**src/pmd_pkg.sv**
```systemverilog
// Package for the peripheral module disable block: offsets, bit positions,
// implemented-bit masks and the carrier types shared by the design files.
// Assumes a 16-bit register view placed in the low half of a 32-bit bus.
package pmd_pkg;

  localparam int unsigned NUM_REGS = 7;
  localparam int unsigned REG_W = 16;
  localparam int unsigned IDX_W = 3;

  // Byte offsets, one aligned word per register
  localparam logic [7:0] OFS_DIS1 = 8'h00;
  localparam logic [7:0] OFS_DIS2 = 8'h04;
  localparam logic [7:0] OFS_DIS3 = 8'h08;
  localparam logic [7:0] OFS_DIS4 = 8'h0C;
  localparam logic [7:0] OFS_DIS6 = 8'h10;
  localparam logic [7:0] OFS_DIS7 = 8'h14;
  localparam logic [7:0] OFS_DIS8 = 8'h18;
  localparam logic [7:0] OFS_PRESENT = 8'h1C;
  localparam logic [7:0] OFS_ACTIVE = 8'h20;

  // Storage index of each disable register
  localparam logic [2:0] IDX_DIS1 = 3'h0;
  localparam logic [2:0] IDX_DIS2 = 3'h1;
  localparam logic [2:0] IDX_DIS3 = 3'h2;
  localparam logic [2:0] IDX_DIS4 = 3'h3;
  localparam logic [2:0] IDX_DIS6 = 3'h4;
  localparam logic [2:0] IDX_DIS7 = 3'h5;
  localparam logic [2:0] IDX_DIS8 = 3'h6;

  // Bit positions
  localparam int unsigned BIT_ADC = 0;
  localparam int unsigned BIT_CAN = 1;
  localparam int unsigned BIT_CAP_LO = 8;
  localparam int unsigned BIT_CMP_LO = 0;
  localparam int unsigned BIT_COMPARATOR = 10;
  localparam int unsigned BIT_REFCLK = 3;
  localparam int unsigned BIT_CTU = 2;
  localparam int unsigned BIT_PWM_LO = 8;
  localparam int unsigned BIT_DMA = 4;
  localparam int unsigned BIT_SENT_B = 12;
  localparam int unsigned BIT_SENT_A = 11;
  localparam int unsigned BIT_DEADMAN = 8;

  // Implemented-bit masks; bits outside read zero and ignore writes
  localparam logic [15:0] MASK_DIS1 = 16'h0003;
  localparam logic [15:0] MASK_DIS2 = 16'h0F0F;
  localparam logic [15:0] MASK_DIS3 = 16'h0400;
  localparam logic [15:0] MASK_DIS4 = 16'h000C;
  localparam logic [15:0] MASK_DIS6 = 16'h0700;
  localparam logic [15:0] MASK_DIS7 = 16'h0010;
  localparam logic [15:0] MASK_DIS8 = 16'h1900;
  localparam logic [15:0] RESET_DIS = 16'h0000;

  // Top module index; gate vectors are NUM_MOD+1 bits wide
  localparam int unsigned NUM_MOD = 19;
  // Position of each module in the gate vectors
  localparam int unsigned M_ADC = 0;
  localparam int unsigned M_CAN = 1;
  localparam int unsigned M_CAP = 2;
  localparam int unsigned M_CMP = 6;
  localparam int unsigned M_COMPARATOR = 10;
  localparam int unsigned M_REFCLK = 11;
  localparam int unsigned M_CTU = 12;
  localparam int unsigned M_PWM = 13;
  localparam int unsigned M_DMA = 16;
  localparam int unsigned M_SENT_A = 17;
  localparam int unsigned M_SENT_B = 18;
  localparam int unsigned M_DEADMAN = 19;

  localparam logic [31:0] READ_UNMAPPED = 32'h0000_0000;

  typedef struct packed {
    logic read;
    logic write;
    logic [7:0] address;
    logic [31:0] writedata;
  } bus_req_t;

  typedef struct packed {
    logic [NUM_MOD:0] clk_en;
    logic [NUM_MOD:0] reg_en;
  } gate_t;

endpackage : pmd_pkg

```
**src/pmd_regfile.sv**
```systemverilog
// Small register store for the seven disable registers.
// Assumes writes are already masked by the caller; read data is registered.
`timescale 1ns/100ps
module pmd_regfile
(
  input wire logic clk,
  input wire logic rst,
  input wire logic ce,
  input wire logic wr_en,
  input wire logic [2:0] wr_idx,
  input wire logic [15:0] wr_data,
  input wire logic [2:0] rd_idx,
  output logic [15:0] rd_data,
  output logic [16*pmd_pkg::NUM_REGS-1:0] all_q
);

  logic [15:0] mem_r [pmd_pkg::NUM_REGS];

  genvar g;
  generate
    for (g = 0; g < pmd_pkg::NUM_REGS; g++)
    begin : g_word
      always_ff @(posedge clk)
      begin
        if (rst)
          mem_r[g] <= pmd_pkg::RESET_DIS;
        else if (ce && wr_en && wr_idx == 3'(g))
          mem_r[g] <= wr_data;
      end
      assign all_q[16*g +: 16] = mem_r[g];
    end
  endgenerate

  always_ff @(posedge clk)
  begin
    if (rst)
      rd_data <= pmd_pkg::RESET_DIS;
    else if (ce)
      rd_data <= (int'(rd_idx) < pmd_pkg::NUM_REGS) ? mem_r[rd_idx]
                                                     : pmd_pkg::RESET_DIS;
  end

endmodule : pmd_regfile

```
**src/peripheral_module_disable.sv**
```systemverilog
// Peripheral module disable block: seven software disable registers on an
// Avalon-MM slave, driving per-module clock and register-access enables.
// Assumes a synchronous bus master on CLK_SYS and module presence straps.
`timescale 1ns/100ps

// Functional notes
// Unimplemented bits read zero, ignore writes
// CAN disable at register 1 bit 1
// ADC disable at register 1 bit 0
// Capture disables at register 2 bits 11-8
// Compare disables at register 2 bits 3-0
// Comparator disable at register 3 bit 10
// Reference clock disable at register 4 bit 3
// Charge time unit disable at register 4 bit 2
// PWM generator disables at register 6 bits 10-8
// One DMA bit at register 7 bit 4
// Second SENT disable at register 8 bit 12
// First SENT disable at register 8 bit 11
// Deadman timer disable at register 8 bit 8
// One turns module off, zero on
// Disable bits read/write, zero after reset
// Disabled module: clocks stopped, registers blocked
// Change reaches module one cycle later
// Active only if enabled and present
// Sixteen-bit registers, single-cycle bus access; reads take one wait state
module peripheral_module_disable
(
  input wire logic CLK_SYS,
  input wire logic SYS_RST,
  input wire logic CE,
  input wire logic [7:0] AVS_ADDRESS,
  input wire logic AVS_READ,
  input wire logic AVS_WRITE,
  input wire logic [31:0] AVS_WRITEDATA,
  input wire logic [3:0] AVS_BYTEENABLE,
  output logic [31:0] AVS_READDATA,
  output logic AVS_WAITREQUEST,
  input wire logic [pmd_pkg::NUM_MOD:0] MODULE_PRESENT,
  output pmd_pkg::gate_t MODULE_GATE
);

  localparam int unsigned NM = pmd_pkg::NUM_MOD + 1;

  pmd_pkg::bus_req_t req;
  logic [15:0] wmask;
  logic [2:0] widx;
  logic wsel;
  logic [15:0] wdata;
  logic [15:0] rf_rd;
  logic [16*pmd_pkg::NUM_REGS-1:0] rf_all;
  logic [15:0] d1, d2, d3, d4, d6, d7, d8;
  logic [NM-1:0] off_vec;
  logic [NM-1:0] active_nxt;
  logic [NM-1:0] active_r;
  logic [NM-1:0] present_r;
  logic rd_pend_r;
  logic [1:0] rd_kind_r;
  logic [NM-1:0] stat_r;

  assign req = '{read: AVS_READ, write: AVS_WRITE,
                 address: AVS_ADDRESS, writedata: AVS_WRITEDATA};

  // Decode used for both the write path and the read path
  function automatic logic [19:0] decode(input logic [7:0] a);
    logic [19:0] r;
    r = '0;
    if (a == pmd_pkg::OFS_DIS1)
      r = {1'b1, pmd_pkg::IDX_DIS1, pmd_pkg::MASK_DIS1};
    else if (a == pmd_pkg::OFS_DIS2)
      r = {1'b1, pmd_pkg::IDX_DIS2, pmd_pkg::MASK_DIS2};
    else if (a == pmd_pkg::OFS_DIS3)
      r = {1'b1, pmd_pkg::IDX_DIS3, pmd_pkg::MASK_DIS3};
    else if (a == pmd_pkg::OFS_DIS4)
      r = {1'b1, pmd_pkg::IDX_DIS4, pmd_pkg::MASK_DIS4};
    else if (a == pmd_pkg::OFS_DIS6)
      r = {1'b1, pmd_pkg::IDX_DIS6, pmd_pkg::MASK_DIS6};
    else if (a == pmd_pkg::OFS_DIS7)
      r = {1'b1, pmd_pkg::IDX_DIS7, pmd_pkg::MASK_DIS7};
    else if (a == pmd_pkg::OFS_DIS8)
      r = {1'b1, pmd_pkg::IDX_DIS8, pmd_pkg::MASK_DIS8};
    return r;
  endfunction : decode

  assign {wsel, widx, wmask} = decode(req.address);

  // Byte lanes 0 and 1 carry the register; masked bits keep zero
  always_comb
  begin
    wdata = rf_all[16*widx +: 16];
    if (AVS_BYTEENABLE[0])
      wdata[7:0] = req.writedata[7:0];
    if (AVS_BYTEENABLE[1])
      wdata[15:8] = req.writedata[15:8];
    wdata = wdata & wmask;
  end

  pmd_regfile u_regs
  (
    .clk(CLK_SYS),
    .rst(SYS_RST),
    .ce(CE),
    .wr_en(req.write && wsel),
    .wr_idx(widx),
    .wr_data(wdata),
    .rd_idx(widx),
    .rd_data(rf_rd),
    .all_q(rf_all)
  );

  assign d1 = rf_all[16*pmd_pkg::IDX_DIS1 +: 16];
  assign d2 = rf_all[16*pmd_pkg::IDX_DIS2 +: 16];
  assign d3 = rf_all[16*pmd_pkg::IDX_DIS3 +: 16];
  assign d4 = rf_all[16*pmd_pkg::IDX_DIS4 +: 16];
  assign d6 = rf_all[16*pmd_pkg::IDX_DIS6 +: 16];
  assign d7 = rf_all[16*pmd_pkg::IDX_DIS7 +: 16];
  assign d8 = rf_all[16*pmd_pkg::IDX_DIS8 +: 16];

  // Gather each module's disable bit into one vector
  always_comb
  begin
    off_vec = '0;
    off_vec[pmd_pkg::M_ADC] = d1[pmd_pkg::BIT_ADC];
    off_vec[pmd_pkg::M_CAN] = d1[pmd_pkg::BIT_CAN];
    off_vec[pmd_pkg::M_CAP +: 4] = d2[pmd_pkg::BIT_CAP_LO +: 4];
    off_vec[pmd_pkg::M_CMP +: 4] = d2[pmd_pkg::BIT_CMP_LO +: 4];
    off_vec[pmd_pkg::M_COMPARATOR] = d3[pmd_pkg::BIT_COMPARATOR];
    off_vec[pmd_pkg::M_REFCLK] = d4[pmd_pkg::BIT_REFCLK];
    off_vec[pmd_pkg::M_CTU] = d4[pmd_pkg::BIT_CTU];
    off_vec[pmd_pkg::M_PWM +: 3] = d6[pmd_pkg::BIT_PWM_LO +: 3];
    off_vec[pmd_pkg::M_DMA] = d7[pmd_pkg::BIT_DMA];
    off_vec[pmd_pkg::M_SENT_A] = d8[pmd_pkg::BIT_SENT_A];
    off_vec[pmd_pkg::M_SENT_B] = d8[pmd_pkg::BIT_SENT_B];
    off_vec[pmd_pkg::M_DEADMAN] = d8[pmd_pkg::BIT_DEADMAN];
  end

  // Straps are caught after reset by a clocked load, never by the reset
  always_ff @(posedge CLK_SYS)
  begin
    if (SYS_RST)
      present_r <= '0;
    else if (CE)
      present_r <= MODULE_PRESENT;
  end

  always_comb
  begin
    active_nxt = ~off_vec & present_r;
  end

  // One extra register stage gives the one-cycle settling delay
  always_ff @(posedge CLK_SYS)
  begin
    if (SYS_RST)
      active_r <= '0;
    else if (CE)
      active_r <= active_nxt;
  end

  // Clock and register access both follow the same gate
  assign MODULE_GATE = '{clk_en: active_r, reg_en: active_r};

  always_ff @(posedge CLK_SYS)
  begin
    if (SYS_RST)
      stat_r <= '0;
    else if (CE)
      stat_r <= present_r;
  end

  // Reads answer one cycle after the request; a low CE stalls both kinds
  always_ff @(posedge CLK_SYS)
  begin
    if (SYS_RST)
    begin
      rd_pend_r <= 1'b0;
      rd_kind_r <= 2'h0;
    end
    else if (CE)
    begin
      rd_pend_r <= req.read && !rd_pend_r;
      if (wsel)
        rd_kind_r <= 2'h1;
      else if (req.address == pmd_pkg::OFS_PRESENT)
        rd_kind_r <= 2'h2;
      else if (req.address == pmd_pkg::OFS_ACTIVE)
        rd_kind_r <= 2'h3;
      else
        rd_kind_r <= 2'h0;
    end
  end

  assign AVS_WAITREQUEST = (req.read && !rd_pend_r)
                           || ((req.read || req.write) && !CE);

  always_comb
  begin
    case (rd_kind_r)
      2'h1: AVS_READDATA = {16'h0000, rf_rd};
      2'h2: AVS_READDATA = 32'(stat_r);
      2'h3: AVS_READDATA = 32'(active_r);
      default: AVS_READDATA = pmd_pkg::READ_UNMAPPED;
    endcase
  end
endmodule : peripheral_module_disable

```
**config.mk**
```make
export PLATFORM = sky130hd
export DESIGN_NAME = peripheral_module_disable
export DESIGN_NICKNAME = d
export VERILOG_FILES = /design/src/pmd_pkg.sv /design/src/pmd_regfile.sv /design/src/peripheral_module_disable.sv
export SDC_FILE = /design/constraint.sdc
export NUM_CORES = 1
export LEC_CHECK = 0
export BUFFER_PORTS_ARGS = -buffer_cell sky130_fd_sc_hd__buf_2
export CAP_MARGIN = 20
export CORE_UTILIZATION = 55
export CTS_BUF_LIST = sky130_fd_sc_hd__clkbuf_16
export CTS_CLUSTER_DIAMETER = 60
export DETAILED_ROUTE_END_ITERATION = 8
export GPL_TIMING_DRIVEN = 0
export HOLD_SLACK_MARGIN = 0.08
export PLACE_DENSITY_LB_ADDON = 0.3
export SETUP_SLACK_MARGIN = 0.1
export SYNTH_ARGS = -nofsm -noshare
export SYNTH_HDL_FRONTEND = slang
export SYNTH_SLANG_ARGS = --single-unit
```
**constraint.sdc**
```tcl
create_clock -name CLK_SYS -period 2.6 [get_ports CLK_SYS]
set_input_delay 0.13 -clock CLK_SYS [delete_from_list [all_inputs] [get_ports CLK_SYS]]
set_output_delay 0.13 -clock CLK_SYS [all_outputs]
set_load 0.005 [all_outputs]
```
# Word-level counts from Yosys, hierarchy flattened
# Memory sizes are Yosys's and may differ from the RTL's. A register that Yosys moved wholly into a read port is not among the register bits.
# Index checks and enable logic that the tools add are counted.
# totals
regBits	63
latch_bits	0
ram_bits	112
rom_bits	0
in_bits	69
output_inout_bits	73
word_cells	94
memories	1
# memory_table
memory	depth	word_bits	rd	rd_ports_with_merged_regs	write_ports	line_no	source
u_regs.mem_r	7	16	8	1	7	pmd_regfile.sv:17	logic [15:0] mem_r [pmd_pkg::NUM_REGS];
# op_classes
addsub	0
multipliers	0
n_div	0
n_lt_le_gt_ge	0
n_eq_ne	17
n_shift	1
mux	43
bitwise_logic	10
n_reduce_logical	17
# ops
cell	count
$mux W20	7
$mux W16	7
$shiftx A112 B8 Y16	1
$pmux W20 S3	1
$eq A8 B5 Y1 const B	4
$mux W1	23
$and A20 B20 Y20	1
$not A20 Y20	1
$and A16 B16 Y16	1
$eq A8 B4 Y1 const B	2
$mux W8	2
$logic_and A1 B1 Y1	11
$eq A3 B3 Y1 const B	3
$eq A8 B3 Y1 const B	1
$eq A8 B6 Y1 const B	1
$logic_not A8 Y1	1
$or A1 B1 Y1	7
$eq A3 B2 Y1 const B	2
$mux W2	3
$eq A2 B2 Y1 const B	2
$eq A3 B1 Y1 const B	1
$logic_not A3 Y1	1
$eq A2 B1 Y1 const B	1
$logic_not A1 Y1	2
$logic_or A1 B1 Y1	2

# Depth between registers and ports, before layout
# logic_depth
depth_word	15
depth_mapped	8
ltp_nobuf	5

# By module
# A second synthesis with hierarchy kept.
# unflattened
hier_cells	873
area_unflattened_um2	9534.1
# by_module_without_submodules
mod	instances	cells_per_inst	area_each_um2	seq_area_each_um2
pmd_regfile	1	439	5694.2	3683.5
peripheral_module_disable	1	434	3839.9	1261.2

# Least setup slack after synthesis
# Ideal clock, no wire load.
# synth_path
kind	input to register
startpoint	in AVS_ADDRESS[7]
endpoint	mem u_regs.mem_r[1][2] (data pin)
setup_time_ns	0.152
t_arrival_ns	1.921
required_ns	2.448
slack_ns	0.527
path_stages	6
n_path_buf	1
cell_sequence	or4_4 or4_4 or3_1 buf_2 o21bai_1 a31oi_1
# synth_rtl
element	line_no	source
start, declared	peripheral_module_disable.sv:31	input wire logic [7:0] AVS_ADDRESS,
end, declared	pmd_regfile.sv:17	

# Worst setup path in the final report
# layout_path
startpoint	reg rd_kind_r[1]
endpoint	out AVS_READDATA[12]
# layout_between
elab_chain_cells	2
elab_cells_between_ends	4
cone_classes	eq/ne: 3; mux: 1
# layout_rtl
element	line_no	source
start, declared	peripheral_module_disable.sv:57	logic [1:0] rd_kind_r;
start signal, assigned	peripheral_module_disable.sv:176	rd_kind_r <= 2'h0;
start signal, assigned	peripheral_module_disable.sv:182	rd_kind_r <= 2'h1;
start signal, assigned	peripheral_module_disable.sv:184	rd_kind_r <= 2'h2;
$eq A2 B2 Y1 or $eq A2 B1 Y1 (tied branches)	peripheral_module_disable.sv:197	case (rd_kind_r)
$pmux W20 S3 *	peripheral_module_disable.sv:197	
end, declared	peripheral_module_disable.sv:36	output logic [31:0] AVS_READDATA,
# Mark *: on every way between the ends. The rest lies on a longest branch, timed or not.

==> results.ini <==
[power_and_ir_drop]
power_leakage_nw = 3.60
p_per_area_nw_per_um2 = 676
vdd_ir_drop_max_mv = 0.321

[timing]
rsz0062_at_grt = no
max_slew_margin = 0.343
fmax_mhz = 428
setup_slack_ns = 0.264
finalSetupViolCount = 0
skew_ns = 0.00944
worst_slew_pin_slew_ns = 0.982
drv_slew = 0
hold_viol = 0
tns_ns = 0
holdWs_ns = 0.100
period_share = 0.898
period_minus_slack_ns = 2.34

[logic_synthesis]
synth_cells = 663
avgSynthCellArea_sq_um = 10.1
yosysSeqAreaShare = 0.530
synth-seq-cells = 143
synth-edff-count = 70
synth.cell_area_sq_um = 6730
yosysWarnings = 0
synth_cell_types = 61
synthArstFlopShare = 0
synthFlopType = dfxtp_1

[worst_setup_path]
crit_path_top_delay_cell = clkbuf_1
crit_type = register to primary output
crit_fanout = 10
cp.arrival_ns = 2.21
worstPathRequired_ns = 2.47
critPathBufInv = 3
start_kind = register
cpMostUsedCell = buf_2
slowest_delay_ns = 0.48
crit_family = buffers and inverters
worstSetupEndpointType = primary output
worstPathCellList = buf_2 -> clkbuf_1 -> nand2_1 -> o21ai_0 -> buf_2

[floorplan]
io_pins = 142
coreArea_sq_um = 12000
die_w_um = 113
fp.dieH_um = 113
start_util = 0.562
dieArea_sq_um = 12700
rows = 40

[place]
pre_cts_slack_ns = -0.228
io_buffers = 104
dp_hpwl_mm = 15.3
place_inst = 975
globalplace.congestion = 0.929

[drt]
firstDrtPassIters = 5
routed_wl_mm = 21.9
dr.first_iter.drc_count = 692
vias_per_cell = 5.87
wl_per_cell_um = 21.3
drc = 0
antenna_left = 0
num_vias = 6043

[final_layout]
area_growth_pct = 26.8
nets = 937
drive_gt1_frac = 0.216
layout_common_cells = buf_2, nor2_1, dfxtp_1
fin_cells = 1029
final_common_cell = buf_2
fin_util = 0.713

[clock_tree]
post_cts_buffers = 0
cts_tree = built
htreeDepth = 4
worstSkewPairLatency_ns = 0.43
numCtsBuffers = 17
clockBufferDepth = 2
path_clk_slew_ns = 0.06
cts_sinks = 143
cts_root_buf = clkbuf_16

[run]
maxCapViolCount = 0

[global_route]
grt_use_total = 0.359
grt_first_pass_wirelength_mm = 33.1
grt_max_degree = 17
first_global_vias = 5973
grt-ovfl-total = 0
antenna_found_initial = 1

[outcome]
status = finished clean

[worst_hold_path]
min_path_type = input port to register

-- timing repair --
item | CTS | global route
resized for setup | 2 | 3
setup endpoints to repair | 10 | 10
endpoints found under the hold margin | 22 | 0
hold buffers | 22 | 0
cloned | 0 | 0
-- stage by stage --
step / cell area (sq um) / total power (W)
after floorplan: 6960 / 0.00290
after global placement: 7660 / 0.00310
after detailed placement: 7660 / 0.00312
after CTS: 8530 / 0.00574
after global routing: 8530 / 0.00590
final: 8530 / 0.00577
-- metal layers --
| metal | routed length (um) | vias up | track usage | part of all wire |
|---|---|---|---|---|
| li1 | - | 2722 | - | - |
| met1 | 8470 | 2867 | 0.422 | 0.39 |
| met2 | 10600 | 375 | 0.618 | 0.48 |
| met3 | 1920 | 79 | 0.0729 | 0.087 |
| met4 | 921 | 0 | 0.192 | 0.042 |
| met5 | 0 | - | 0 | 0 |
-- sequential cells by signal, summed over array words and instances, names as in the netlist --
name,flops
rd_kind_r,2
u_regs.mem_r,70
rd_pend_r,1
active_r,20
stat_r,20
present_r,20
u_regs.rd_data,10
-- synthesized netlist by cell type (7+ instances only) --
master    count  area share
clkbuf_1     36       0.020
inv_1         7      0.0039
edfxtp_1     70        0.31
dfxtp_1      73        0.22
a21oi_1      35       0.026
o21ai_0      23       0.017
a211oi_1      7      0.0078
nor2b_1      14       0.013
a21o_1        8      0.0089
mux2i_1      53       0.079
buf_4        32       0.036
nand3_1       9      0.0067
nand2_1      52       0.029
nor3_1       13      0.0097
nand4_1       9      0.0084
mux2_2       10       0.017
nor2_1       89       0.050
nand3b_1     18       0.020
nand2b_1     17       0.016
-- cell type report --
| type | instances | area (sq um) |
|---|---|---|
| diodes | 1 | 2.50 |
| plain buffers | 73 | 399 |
| clock buffers | 19 | 475 |
| clock inverters | 13 | 164 |
| fillers | 862 | 3430 |
| inverters | 9 | 33.8 |
| multi-input cells | 498 | 2970 |
| flip-flops and latches | 143 | 3560 |
| well taps | 147 | 184 |
| repair buffers | 126 | 741 |
-- tightest hold or removal path: stages --
cell and delay [ns]:
buf_2 0.08, nor2_1 0.05, nor3_1 0.13
-- logic make-up after synthesis --
group,share of synthesized area
other cells,0.000558
compound gates,0.126
simple gates,0.184
flops,0.530
buf+inv,0.0644
mux,0.0956
-- path summary, 6_finish.rpt --
path | startpoint | end | slack [ns] | depth (start not counted)
setup reg to reg | u_regs.mem_r[1][8]$_SDFFCE_PN0P_ | u_regs.mem_r[4][8]$_SDFFCE_PN0P_ | 0.55 | 5
hold reg to reg | u_regs.rd_data[3]$_SDFFE_PP0P_ | u_regs.rd_data[3]$_SDFFE_PP0P_ | 0.49 | 2
hold / removal | AVS_WRITEDATA[9] | u_regs.mem_r[1][9]$_SDFFCE_PN0P_ | 0.10 | 3
setup / recovery | rd_kind_r[1]$_SDFFE_PP0P_ | AVS_READDATA[12] | 0.26 | 5
-- power breakdown --
| group | total [W] | switching, W | internal [W] |
|---|---|---|---|
| sequential | 0.00257 | 0.0000733 | 0.00249 |
| clock | 0.00265 | 0.000946 | 0.00170 |
| combinational | 0.000553 | 0.000334 | 0.000219 |
| total | 0.00577 | 0.00135 | 0.00441 |
No activity file was read; power rests on OpenSTA's default activity.
